## src/design/dma_chan_map.svh

```systemverilog
// Offsets, field positions and counts of the DMA channel block.
`ifndef DMA_CHAN_MAP_SVH
`define DMA_CHAN_MAP_SVH
`define DMA_OFS_COUNT 8'h00
`define DMA_OFS_CTRL 8'h04
`define DMA_OFS_DEST 8'h08
`define DMA_OFS_CFG 8'h0C
`define DMA_CNT_W 24
`define DMA_CTRL_OVR 23
`define DMA_CTRL_ENDPOL 22
`define DMA_CTRL_ACKCYC 17
`define DMA_CTRL_ACKPOL 16
`define DMA_CTRL_DMH 15
`define DMA_CTRL_DML 14
`define DMA_CFG_START 0
`define DMA_CFG_DONE 1
`define DMA_CFG_SIZE_LO 2
`define DMA_CFG_SINGLE 4
`define DMA_CFG_TODEV 5
`define DMA_CFG_PEND 6
`define DMA_LAST_COUNT 24'h00_0001
`define DMA_FIFO_DEPTH 8
`endif

```

## src/design/dma_chan_pkg.sv

```systemverilog
// Types shared by the DMA channel block.
package dma_chan_pkg;
  typedef enum logic [1:0] {
    UNIT_BYTE = 2'h0,
    UNIT_WORD = 2'h1,
    UNIT_LONG = 2'h2,
    UNIT_16B = 2'h3
  } unit_size_t;
  typedef enum logic [1:0] {
    ST_IDLE = 2'h0,
    ST_READ = 2'h1,
    ST_WRITE = 2'h3,
    ST_SPARE = 2'h2
  } chan_state_t;
  typedef struct packed {
    logic overrun_sel;
    logic end_signal_polarity;
    logic acknowledge_cycle_select;
    logic acknowledge_polarity;
    logic dest_mode_high;
    logic dest_mode_low;
  } chan_ctrl_t;
  typedef struct packed {
    logic [31:0] addr;
    logic [31:0] data;
  } write_beat_t;
endpackage

```

## src/design/dma_fifo.sv

```systemverilog
// Flip-flop FIFO with valid and ready on both sides.
`timescale 1ns/100ps
`default_nettype none
module dma_fifo #(
  parameter int WIDTH = 32,
  parameter int DEPTH = 8
) (
  input wire logic clk_sys_i,
  input wire logic rstn_i,
  input wire logic ce_i,
  input wire logic in_valid_i,
  output logic in_ready_o,
  input wire logic [WIDTH-1:0] in_data_i,
  output logic out_valid_o,
  input wire logic out_ready_i,
  output logic [WIDTH-1:0] out_data_o
);
  localparam int AW = $clog2(DEPTH);
  logic [WIDTH-1:0] mem_r [DEPTH];
  logic [AW-1:0] wp_r, wp_nxt, rp_r, rp_nxt;
  logic [AW:0] cnt_r, cnt_nxt;
  logic rdy_r, rdy_nxt;
  logic push, pop;

  always_comb begin
    push = in_valid_i & rdy_r;
    pop = out_ready_i & (cnt_r != '0);
    wp_nxt = push ? ((wp_r == AW'(DEPTH - 1)) ? '0 : wp_r + 1'b1) : wp_r;
    rp_nxt = pop ? ((rp_r == AW'(DEPTH - 1)) ? '0 : rp_r + 1'b1) : rp_r;
    cnt_nxt = cnt_r + {{AW{1'b0}}, push} - {{AW{1'b0}}, pop};
    // Ready is registered so the source never sees a combinational path.
    rdy_nxt = (cnt_nxt != (AW + 1)'(DEPTH));
  end

  always_ff @(posedge clk_sys_i) begin
    if (!rstn_i) begin
      wp_r <= '0;
      rp_r <= '0;
      cnt_r <= '0;
      rdy_r <= 1'b0;
    end else if (ce_i) begin
      wp_r <= wp_nxt;
      rp_r <= rp_nxt;
      cnt_r <= cnt_nxt;
      rdy_r <= rdy_nxt;
      if (push) begin
        mem_r[wp_r] <= in_data_i;
      end
    end
  end

  assign in_ready_o = rdy_r;
  assign out_valid_o = (cnt_r != '0);
  assign out_data_o = mem_r[rp_r];
endmodule // dma_fifo
`default_nettype wire

```

## src/design/dma_dest_step.sv

```systemverilog
// Next destination address from unit size and destination mode.
`timescale 1ns/100ps
`default_nettype none
module dma_dest_step
  import dma_chan_pkg::*;
(
  input wire logic [31:0] addr_i,
  input wire unit_size_t size_i,
  input wire logic [1:0] mode_i,
  input wire logic hold_i,
  output logic [31:0] addr_o
);
  logic [31:0] step;

  always_comb begin
    case (size_i)
      UNIT_BYTE: step = 32'h0000_0001;
      UNIT_WORD: step = 32'h0000_0002;
      UNIT_LONG: step = 32'h0000_0004;
      default: step = 32'h0000_0010;
    endcase
    addr_o = addr_i;
    if (!hold_i) begin
      case (mode_i)
        2'h1: addr_o = addr_i + step; // [RL11]
        2'h2: addr_o = addr_i - step; // [RL11]
        default: addr_o = addr_i;
      endcase
    end
  end
endmodule // dma_dest_step
`default_nettype wire

```

## src/design/dma_chan.sv

```systemverilog
// One DMA channel: transfer count, channel control and acknowledge logic.
//
// Contract
// RL1: Count one is one; zero means 16777216.
// RL2: Count register reads remaining transfers while busy.
// RL3: Top eight count bits read zero.
// RL4: One 16-byte unit decrements count once.
// RL5: Count has no reset, holds in standby.
// RL6: Bit 23 selects overrun 0 or 1.
// RL7: Bit 22 sets end output polarity, channel 0.
// RL8: Bit 17 puts acknowledge in read/write cycle.
// RL9: Single address mode always drives acknowledge.
// RL10: Bit 16 sets acknowledge polarity, channels 0-1.
// RL11: Destination steps up or down by unit size.
// RL12: Software avoids mode 11 and bad 16-byte modes.
// RL13: Single address to device ignores destination mode.
// RL14: Reserved control bits read zero.
// RL15: End output matches acknowledge on last transfer.
// RL16: Count decrements per unit; finishes at zero.
`include "dma_chan_map.svh"
`timescale 1ns/100ps
`default_nettype none
module dma_chan
  import dma_chan_pkg::*;
#(
  parameter int CHANNEL = 0,
  parameter int FIFO_DEPTH = `DMA_FIFO_DEPTH
) (
  input wire logic clk_sys_i,
  input wire logic rstn_i,
  input wire logic ce_i,
  input wire logic psel_i,
  input wire logic penable_i,
  input wire logic pwrite_i,
  input wire logic [7:0] paddr_i,
  input wire logic [31:0] pwdata_i,
  output logic [31:0] prdata_o,
  output logic pready_o,
  output logic pslverr_o,
  input wire logic src_valid_i,
  input wire logic [31:0] src_data_i,
  output logic src_ready_o,
  input wire logic transfer_request_input_i,
  output logic request_acknowledge_output_o,
  output logic transfer_end_output_o,
  output logic wr_valid_o,
  output logic [31:0] wr_addr_o,
  output logic [31:0] wr_data_o
);
  localparam logic HAS_EXT = (CHANNEL < 2);
  localparam logic HAS_END = (CHANNEL == 0);

  // Bus group.
  logic [31:0] prdata_r, prdata_nxt;
  logic pready_r, pready_nxt, pslverr_r, pslverr_nxt;
  logic access, wr_en;
  // Engine group.
  chan_state_t state_r, state_nxt;
  chan_ctrl_t ctrl_r, ctrl_nxt;
  unit_size_t size_r, size_nxt;
  logic single_r, single_nxt, todev_r, todev_nxt;
  logic busy_r, busy_nxt, done_r, done_nxt, pend_r, pend_nxt;
  logic [`DMA_CNT_W-1:0] cnt_r, cnt_nxt;
  logic [31:0] dst_r, dst_nxt, dst_step, data_r, data_nxt;
  logic ack_r, ack_nxt, transfer_end_output_r, transfer_end_output_nxt;
  logic wv_r, wv_nxt;
  logic [31:0] wa_r, wa_nxt, wd_r, wd_nxt;
  logic ack_active, go, finish, req_seen;
  logic fifo_valid, fifo_pop;
  logic [31:0] fifo_data;

  function automatic logic [31:0] ctrl_word(input chan_ctrl_t c);
    logic [31:0] w;
    w = 32'h0000_0000; // [RL14]
    w[`DMA_CTRL_OVR] = c.overrun_sel;
    w[`DMA_CTRL_ENDPOL] = c.end_signal_polarity;
    w[`DMA_CTRL_ACKCYC] = c.acknowledge_cycle_select;
    w[`DMA_CTRL_ACKPOL] = c.acknowledge_polarity;
    w[`DMA_CTRL_DMH] = c.dest_mode_high;
    w[`DMA_CTRL_DML] = c.dest_mode_low;
    return w;
  endfunction

  dma_fifo #(
    .WIDTH(32),
    .DEPTH(FIFO_DEPTH)
  ) u_fifo (
    .clk_sys_i(clk_sys_i),
    .rstn_i(rstn_i),
    .ce_i(ce_i),
    .in_valid_i(src_valid_i),
    .in_ready_o(src_ready_o),
    .in_data_i(src_data_i),
    .out_valid_o(fifo_valid),
    .out_ready_i(fifo_pop),
    .out_data_o(fifo_data)
  );

  dma_dest_step u_step (
    .addr_i(dst_r),
    .size_i(size_r),
    .mode_i({ctrl_r.dest_mode_high, ctrl_r.dest_mode_low}),
    .hold_i(single_r & todev_r), // [RL13]
    .addr_o(dst_step)
  );

  // Bus slave: one wait cycle, then pready for one cycle.
  always_comb begin
    access = psel_i & penable_i & ~pready_r;
    wr_en = psel_i & penable_i & pready_r & pwrite_i;
    pready_nxt = access;
    pslverr_nxt = 1'b0;
    prdata_nxt = 32'h0000_0000;
    if (access) begin
      case (paddr_i)
        `DMA_OFS_COUNT: prdata_nxt = {8'h00, cnt_r}; // [RL2] [RL3]
        `DMA_OFS_CTRL: prdata_nxt = ctrl_word(ctrl_r); // [RL14]
        `DMA_OFS_DEST: prdata_nxt = dst_r;
        `DMA_OFS_CFG: begin
          prdata_nxt[`DMA_CFG_START] = busy_r;
          prdata_nxt[`DMA_CFG_DONE] = done_r;
          prdata_nxt[`DMA_CFG_SIZE_LO +: 2] = size_r;
          prdata_nxt[`DMA_CFG_SINGLE] = single_r;
          prdata_nxt[`DMA_CFG_TODEV] = todev_r;
          prdata_nxt[`DMA_CFG_PEND] = pend_r;
        end
        default: pslverr_nxt = 1'b1;
      endcase
    end
  end

  // Transfer engine.
  always_comb begin
    state_nxt = state_r;
    ctrl_nxt = ctrl_r;
    size_nxt = size_r;
    single_nxt = single_r;
    todev_nxt = todev_r;
    busy_nxt = busy_r;
    done_nxt = done_r;
    cnt_nxt = cnt_r;
    dst_nxt = dst_r;
    data_nxt = data_r;
    wv_nxt = 1'b0;
    wa_nxt = wa_r;
    wd_nxt = wd_r;
    req_seen = transfer_request_input_i | pend_r;
    go = busy_r & req_seen & fifo_valid & (state_r == ST_IDLE);
    fifo_pop = go;
    // Overrun 1 remembers one request raised while a transfer is under way.
    pend_nxt = pend_r;
    if (go) begin
      pend_nxt = 1'b0;
    end else if (ctrl_r.overrun_sel && transfer_request_input_i && state_r != ST_IDLE) begin
      pend_nxt = 1'b1; // [RL6]
    end
    finish = 1'b0;
    case (state_r)
      ST_IDLE: begin
        if (go) begin
          state_nxt = ST_READ;
          data_nxt = fifo_data;
        end
      end
      ST_READ: begin
        if (single_r) begin
          state_nxt = ST_IDLE;
          finish = 1'b1;
          wv_nxt = 1'b1;
        end else begin
          state_nxt = ST_WRITE;
        end
      end
      ST_WRITE: begin
        state_nxt = ST_IDLE;
        finish = 1'b1;
        wv_nxt = 1'b1;
      end
      default: state_nxt = ST_IDLE;
    endcase
    if (wv_nxt) begin
      wa_nxt = dst_r;
      wd_nxt = data_r;
    end
    if (finish) begin
      // A 16-byte unit is one step here just like any other size.
      cnt_nxt = cnt_r - `DMA_LAST_COUNT; // [RL1] [RL4] [RL16]
      dst_nxt = dst_step; // [RL11]
      if (cnt_r == `DMA_LAST_COUNT) begin
        busy_nxt = 1'b0; // [RL16]
      end
    end
    // Software writes; hardware setting of done wins over its clear.
    if (wr_en) begin
      case (paddr_i)
        `DMA_OFS_COUNT: cnt_nxt = pwdata_i[`DMA_CNT_W-1:0]; // [RL3]
        `DMA_OFS_CTRL: begin
          ctrl_nxt.overrun_sel = HAS_EXT & pwdata_i[`DMA_CTRL_OVR]; // [RL6]
          ctrl_nxt.end_signal_polarity = HAS_END & pwdata_i[`DMA_CTRL_ENDPOL]; // [RL7]
          ctrl_nxt.acknowledge_cycle_select = HAS_EXT & pwdata_i[`DMA_CTRL_ACKCYC]; // [RL8]
          ctrl_nxt.acknowledge_polarity = HAS_EXT & pwdata_i[`DMA_CTRL_ACKPOL]; // [RL10]
          ctrl_nxt.dest_mode_high = pwdata_i[`DMA_CTRL_DMH];
          ctrl_nxt.dest_mode_low = pwdata_i[`DMA_CTRL_DML];
        end
        `DMA_OFS_DEST: dst_nxt = pwdata_i;
        `DMA_OFS_CFG: begin
          if (pwdata_i[`DMA_CFG_START]) begin
            busy_nxt = 1'b1;
          end
          if (pwdata_i[`DMA_CFG_DONE]) begin
            done_nxt = 1'b0;
          end
          size_nxt = unit_size_t'(pwdata_i[`DMA_CFG_SIZE_LO +: 2]);
          single_nxt = HAS_EXT & pwdata_i[`DMA_CFG_SINGLE];
          todev_nxt = pwdata_i[`DMA_CFG_TODEV];
        end
        default: ;
      endcase
    end
    if (finish && cnt_r == `DMA_LAST_COUNT) begin
      done_nxt = 1'b1;
    end
    // Acknowledge follows the cycle that will be on the bus next.
    if (single_r) begin
      ack_active = (state_nxt == ST_READ); // [RL9]
    end else if (ctrl_r.acknowledge_cycle_select) begin
      ack_active = (state_nxt == ST_WRITE); // [RL8]
    end else begin
      ack_active = (state_nxt == ST_READ); // [RL8]
    end
    ack_active = ack_active & HAS_EXT;
    ack_nxt = ack_active ~^ ctrl_r.acknowledge_polarity; // [RL10]
    transfer_end_output_nxt = (HAS_END & ack_active & (cnt_r == `DMA_LAST_COUNT))
      ~^ ctrl_r.end_signal_polarity; // [RL7] [RL15]
  end

  always_ff @(posedge clk_sys_i) begin
    if (!rstn_i) begin
      prdata_r <= 32'h0000_0000;
      pready_r <= 1'b0;
      pslverr_r <= 1'b0;
      state_r <= ST_IDLE;
      ctrl_r <= '0;
      size_r <= UNIT_BYTE;
      single_r <= 1'b0;
      todev_r <= 1'b0;
      busy_r <= 1'b0;
      done_r <= 1'b0;
      pend_r <= 1'b0;
      ack_r <= 1'b1;
      transfer_end_output_r <= 1'b1;
      wv_r <= 1'b0;
      wa_r <= 32'h0000_0000;
      wd_r <= 32'h0000_0000;
    end else if (ce_i) begin
      prdata_r <= prdata_nxt;
      pready_r <= pready_nxt;
      pslverr_r <= pslverr_nxt;
      state_r <= state_nxt;
      ctrl_r <= ctrl_nxt;
      size_r <= size_nxt;
      single_r <= single_nxt;
      todev_r <= todev_nxt;
      busy_r <= busy_nxt;
      done_r <= done_nxt;
      pend_r <= pend_nxt;
      ack_r <= ack_nxt;
      transfer_end_output_r <= transfer_end_output_nxt;
      wv_r <= wv_nxt;
      wa_r <= wa_nxt;
      wd_r <= wd_nxt;
    end
  end

  // Count, destination address and data keep no reset so a reset or standby leaves them intact.
  always_ff @(posedge clk_sys_i) begin
    if (ce_i) begin
      cnt_r <= cnt_nxt; // [RL5]
      dst_r <= dst_nxt;
      data_r <= data_nxt;
    end
  end

  assign prdata_o = prdata_r;
  assign pready_o = pready_r;
  assign pslverr_o = pslverr_r;
  assign request_acknowledge_output_o = ack_r;
  assign transfer_end_output_o = transfer_end_output_r;
  assign wr_valid_o = wv_r;
  assign wr_addr_o = wa_r;
  assign wr_data_o = wd_r;
endmodule // dma_chan
`default_nettype wire

```

## config.mk

```make
export PLATFORM = sky130hd
export DESIGN_NAME = dma_chan
export DESIGN_NICKNAME = d
export VERILOG_FILES = /design/src/design/dma_chan_pkg.sv /design/src/design/dma_fifo.sv /design/src/design/dma_dest_step.sv /design/src/design/dma_chan.sv
export VERILOG_INCLUDE_DIRS = /design/src /design/src/design
export SDC_FILE = /design/constraint.sdc
export NUM_CORES = 1
export LEC_CHECK = 0
export BUFFER_PORTS_ARGS = -buffer_cell sky130_fd_sc_hd__buf_2
export CORE_ASPECT_RATIO = 1.75
export CORE_MARGIN = 2
export CORE_UTILIZATION = 50
export CTS_CLUSTER_DIAMETER = 50
export CTS_CLUSTER_SIZE = 8
export DETAILED_ROUTE_END_ITERATION = 8
export HOLD_SLACK_MARGIN = 0.06
export PLACE_DENSITY = 0.67
export SKIP_CTS_REPAIR_TIMING = 1
export SLEW_MARGIN = 20
export SYNTH_ARGS = -nofsm -noshare
export SYNTH_HDL_FRONTEND = slang
export SYNTH_SLANG_ARGS = --single-unit
```

## constraint.sdc

```tcl
create_clock -name clk_sys_i -period 3.86 [get_ports clk_sys_i]
set_input_delay 0 -clock clk_sys_i [delete_from_list [all_inputs] [get_ports clk_sys_i]]
set_output_delay 0 -clock clk_sys_i [all_outputs]
set_load 0.02 [all_outputs]
```

# After elaboration in Yosys (flattened, before gate mapping)
# Memory sizes are Yosys's and may differ from the RTL's. A register that Yosys moved wholly into a read port is not among the register bits.
# Index checks and enable logic that the tools add are counted.
[totals]
regBits = 183
memories = 1
ram_bits = 256
elab_cells = 124
output_inout_bits = 102
in_bits = 80
[op_classes]
n_addsub = 7
reduce_logical = 21
eq_ne = 15
n_bitwise = 15
mux = 38
[mem_list]
columns = ["name", "depth", "width", "read_ports", "rd_clocked_by_memory_dff", "wr", "line", "rtl"]
rows = [
  ["u_fifo.mem_r", 8, 32, 1, 1, 1, "dma_fifo.sv:19", "logic [WIDTH-1:0] mem_r [DEPTH];"],
]
[ops]
columns = ["op", "count"]
rows = [
  ["$mux 32", 5],
  ["$pmux 25 s3", 1],
  ["$mux 24", 3],
  ["$pmux 32 s2", 1],
  ["$add 32x5->32", 1],
  ["$sub 32x5->32", 1],
  ["$eq 24x1->1 const B", 1],
  ["$sub 24x1->24 const B", 1],
  ["$pmux 7 s3", 1],
  ["$mux 1", 20],
  ["$eq 8x4->1 const B", 2],
  ["$pmux 5 s3", 1],
  ["$and 1x1->1", 11],
  ["$reduce_bool 2->1", 5],
  ["$reduce_and 3->1", 3],
  ["$eq 2x1->1 const B", 4],
  ["$eq 2x2->1 const B", 4],
  ["$eq 8x3->1 const B", 1],
  ["$logic_not 8->1", 1],
  ["$reduce_and 2->1", 4],
  ["$add 3x1->3 const B", 2],
  ["$eq 3x3->1 const B", 2],
  ["$mux 3", 2],
  ["$add 4x1->4", 1],
  ["other kinds (13)", 18],
]

# Depth between registers and ports, before layout
[depth]
depth_word = 11
mapped_depth = 14
ltp_nobuf = 14

# Modules after synthesis
# From an unflattened synthesis, not the netlist that was laid out.
[hier_totals]
cells_unflattened = 1635
hier_area_um2 = 21446.8
[by_module_without_submodules]
columns = ["mod", "area_each_um2", "seq_area_each_um2", "n_inst", "cells_per_inst"]
rows = [
  ["dma_fifo", 10506.3, 7967.6, 1, 457],
  ["dma_chan", 8794.7, 4964.8, 1, 859],
  ["dma_dest_step", 2145.8, 0.0, 1, 319],
]

# Worst setup path after synthesis
# OpenSTA, ideal clock, no wires.
[synth_path]
path_type = "register to register"
startpoint = "reg ctrl_r[0] (netlist name)"
endpoint = "reg dst_r[30], data pin"
path_stages_with_launch = 14
required_time_ns = 3.589
path_buffers = 0
period_less_slack_ns = 3.586
setup_slack_ns = 0.274
setup_ns = 0.271
arrival_time_ns = 3.315
path_cell_list = "dfxtp_1 > inv_1 > ha_1 > and2_1 > ha_1 > a21o_2 > a221o_1 > a21o_2 > a21oi_2 > o31a_1 > o21ai_1 > a211oi_1 > mux2i_1 > a31oi_1"
[synth_via]
elab_chain_len = 6
word_cells_on_any_way = 7
cone_classes = "eq/ne (2); mux (5)"
[synth_rtl]
columns = ["element", "line", "rtl"]
rows = [
  ["start: declaration", "dma_chan.sv:59", "chan_ctrl_t ctrl_r, ctrl_nxt;"],
  ["start signal: assignment", "dma_chan.sv:260", "ctrl_r <= ctrl_nxt;"],
  ["$eq 2x2->1 / $eq 2x1->1 (equally long branches)", "dma_dest_step.sv:24", "case (mode_i)"],
  ["$pmux 32 s2 (*)", "dma_dest_step.sv:24", ""],
  ["$mux 32 (*)", "dma_dest_step.sv:23", "if (!hold_i) begin"],
  ["$mux 32 (*)", "dma_chan.sv:185", "if (finish) begin"],
  ["$mux 32", "dma_chan.sv:195", "case (paddr_i)"],
  ["$mux 32 (*)", "dma_chan.sv:194", "if (wr_en) begin"],
  ["named net dst_nxt[30]", "dma_chan.sv:64", "logic [31:0] dst_r, dst_nxt, dst_step, data_r, data_nxt;"],
  ["end signal: assignment", "dma_chan.sv:279", "dst_r <= dst_nxt;"],
  ["end: declaration", "dma_chan.sv:64", ""],
]
# The timed path passes the listed nets; every way through them passes the cells marked *.
# A chain may end at the register's enable or synchronous reset.

# Worst setup path after layout
# Ends and elaborated chain as after synthesis.

==> summary.md <==
| Metric | Value |
|---|---|
| Comb pwr share | `3.6%` |
| DP Wirelength | `34680 microns` |
| Max-slew violations | `0` |
| Area growth syn-to-layout | `21.94%` |
| Drt pass-1 iters | `5` |
| Final Net Count | `2016` |
| Port bufs | `181` |
| Layout cells sized above 1 | `22.39%` |
| Worst path max stage delay | `0.45 ns` |
| Overflow after GRT | `0` |
| Fillers | `3336` |
| Initial Utilization | `50.38%` |
| Ys Warns | `0` |
| Post-Route Skew | `0.03480 ns` |
| CP bufs+invs | `2` |
| Top_reg_cell synth | `edfxtp_1` |
| Worst setup SP type | `flop` |
| Register area share after synthesis | `61.76%` |
| Worst Path Max Fanout | `4` |
| Yosys reg bits | `471` |
| DRC Markers | `0` |
| Ant. Diodes | `0` |
| Most used cell, CP | `inv_1` |
| Routability congestion estimate from global placement | `0.8959` |
| Multi-input logic area | `7561 sq um` |
| Clock latency on the worst-skew pair | `0.59 ns` |
| Synth Cell Area | `20840 sq um` |
| Vias per Instance | `5.641` |
| Post-Synthesis Cells | `1613` |
| Clock-pin slew on the worst setup and hold paths | `0.05 ns` |
| Max capacitance violation total | `0` |
| Register share of total power | `46.5%` |
| Vias in the first global route | `14230` |
| H-tree levels | `3` |
| Syn Nets | `1739` |
| Internal power | `9.320 mW` |
| Sw Ratio | `21.74%` |
| Post-Route WL | `53640 microns` |
| Largest net degree at the start of global routing | `116` |
| Initial antenna violation count | `0` |
| Clock root buffer master | `clkbuf_16` |
| Total Power | `11.91 mW` |
| Delay-heaviest family, CP | `compound AO/OA/AOI/OAI gates` |
| Peak VDD IR | `541.8 uV` |
| Final Setup Violations | `0` |
| Clock Sinks | `471` |
| Global-route wire length before repair | `80150 microns` |
| Gr usage total | `24.57%` |
| Height of the die | `274.1 microns` |
| Critical Path End Type | `flop` |
| CP max-delay cell | `fa_1` |
| Core area | `41370 sq um` |
| Clock share of power | `49.9%` |
| HP Class | `in -> reg` |
| Worst Max-Slew Pin Slew | `1.091 ns` |
| Setup TNS | `0 ns` |
| # IOs | `182` |
| Final antenna-violating net count | `0` |
| Status | `complete, no violations` |
| FF+latch area | `12880 sq um` |
| EDFF count, synth | `344` |
| Final hold vios | `0` |
| Req. time, crit path | `4.17 ns` |
| CTS tree | `built` |
| PwrDens | `468.6 nW/um^2` |
| Synth cell types | `71` |
| Routed len/inst | `21.44 microns` |
| CP Class | `reg -> reg` |
| Slew headroom | `27.10%` |
| Fmax | `283.5 MHz` |
| LEAKAGE | `9.099 nW` |
| Rows | `99` |
| Worst-case clock buffer depth | `3` |
| Clock buffer count from CTS | `70` |
| Fin crit period | `3.527 ns` |
| Syn Area/Cell | `12.92 sq um` |
| RSZ-0062 raised after global routing | `no` |
| Psw | `2.589 mW` |
| Crit path cell chain | `inv_1 > ha_1 > inv_1 > o21bai_1 > fa_1 > a21o_1 > a221o_1 > a21o_2 > a21oi_2 > o31a_1 > o21ai_1 > a211oi_1 > mux2i_1 > a31oi_1` |
| Die Width | `158.3 microns` |
| Vias | `14120` |
| Crit path DAT | `3.84 ns` |
| Starting DRT DRC Count | `850` |
| Tcrit/Tclk final | `91.37%` |
| Post-synth ARST share | `0%` |
| Full die area | `43400 sq um` |
-- tightest hold or removal path: stages --
cell	delay [ns]
buf_2	0.10
nand4_1	0.15
nor3_1	0.11
a32oi_1	0.19
nor2b_1	0.06
-- power by group through the flow --
stage                     Combinational, mW  Sequential (mW)  Clock [mW]
after CTS                             0.365             5.53        6.07
after detailed placement              0.363             5.63           0
after global placement                0.351             5.63           0
final                                 0.425             5.54        5.95
after global routing                  0.463             5.53        6.28
after floorplan                       0.205             5.61           0
-- final cells by class --
| class | count | area share, % |
|---|---|---|
| Tap cell | 555 | 2.733 |
| Timing Repair Buffer | 293 | 7.789 |
| Sequential cell | 471 | 50.67 |
| Inverter | 24 | 0.3545 |
| Clock buffer | 119 | 7.740 |
| Clock inverter | 10 | 0.9601 |
| Multi-Input combinational cell | 1030 | 29.75 |
-- final timing paths --
check / start / endpoint / slack, ns / cells after the start
min reg2reg: wr_addr_o[12] / wr_addr_o[12] / 0.46 / 2
max reg2reg: ctrl_r[0] / dst_r[30] / 0.33 / 14
min: pwrite_i / busy_r / 0.08 / 5
max: ctrl_r[0] / dst_r[30] / 0.33 / 14
-- through the flow --
| step | hold WS [ns] | cells | worst slack [ns] | util, % | cell area (sq um) |
|---|---|---|---|---|---|
| floorplan | 0.09887 | 1613 | 0.2738 | - | 20840 |
| global placement | 0.2646 | 2302 | 0.3634 | 54.35 | 22490 |
| detailed placement | 0.2632 | 2302 | 0.3089 | 54.35 | 22490 |
| CTS | -0.3499 | 2431 | 0.3037 | 59.70 | 24700 |
| global route | 0.07937 | 2502 | 0.09505 | 61.43 | 25410 |
| finish | 0.07874 | 2502 | 0.3330 | 61.43 | 25410 |
-- logic make-up (layout without fill, tap and decap cells) --
| kind of cell | Yosys count | count (layout) | synth area share, % |
|---|---|---|---|
| compound gates | 320 | 320 | 10.06 |
| xor+xnor | 47 | 47 | 1.975 |
| fa+ha+maj | 46 | 46 | 2.834 |
| buf+inv | 112 | 446 | 2.299 |
| flops | 471 | 471 | 61.76 |
| mux | 124 | 124 | 10.03 |
| simple gates | 493 | 493 | 11.05 |
-- layer usage --
layer / wire [microns] / global-route usage [%] / part of all wire, %
met3: 2344 / 3.904 / 4.4
met5: 0 / 0 / 0
met4: 2541 / 12.68 / 4.7
met1: 19420 / 26.61 / 36
met2: 29330 / 45.49 / 55
-- state kept, by name (all words and copies together) (netlist names), 2 cells and up --
register	cells
state_r	2
u_fifo.cnt_r	4
prdata_o	32
cnt_r	24
data_r	32
u_fifo.rp_r	3
ctrl_r	6
dst_r	32
u_fifo.wp_r	3
wr_addr_o	32
u_fifo.mem_r	256
wr_data_o	32
size_r	2
-- Yosys cell counts, types with 7 or more instances --
cell	count	area (sq um)
edfxtp_1	344	10330
nand2_1	218	818.3
dfxtp_1	127	2542
nor2_1	106	397.9
a21oi_1	97	485.5
a21boi_0	70	525.5
mux4_2	64	1441
clkbuf_1	62	232.7
nor2b_1	58	362.9
ha_1	44	550.5
o21ai_0	43	215.2
mux2_2	38	427.9
a22oi_1	33	247.7
xnor2_1	28	245.2
inv_1	24	90.09
mux2i_1	22	220.2
nor3_1	20	100.1
xor2_1	19	166.4
nand3_1	18	90.09
a21o_1	15	112.6
a31oi_1	14	87.58
buf_1	13	48.80
nand2b_1	11	68.82
nand4_1	10	62.56
buf_2	7	35.03
-- layout by cell type (no fill, tap or decap), types with 7 or more instances in the layout --
cell type | Yosys | routed
xnor2_1 | 28 | 28
buf_4 | 4 | 39
clkbuf_1 | 62 | 47
a21oi_1 | 97 | 96
mux2i_1 | 22 | 22
nand3_1 | 18 | 18
dlygate4sd3_1 | 0 | 71
a22oi_1 | 33 | 33
dfxtp_1 | 127 | 125
nand2_1 | 218 | 218
nand4_1 | 10 | 10
mux4_2 | 64 | 64
xor2_1 | 19 | 19
nor2_4 | 0 | 7
mux2_2 | 38 | 38
a21o_1 | 15 | 15
nand2b_1 | 11 | 11
a21boi_0 | 70 | 70
buf_2 | 7 | 179
a31oi_1 | 14 | 14
o21ai_0 | 43 | 43
nor3_1 | 20 | 18
ha_1 | 44 | 44
inv_1 | 24 | 24
nor2_1 | 106 | 99
clkbuf_16 | 0 | 71
nor2b_1 | 58 | 58
edfxtp_1 | 344 | 344
No activity file was read; power rests on OpenSTA's default activity.
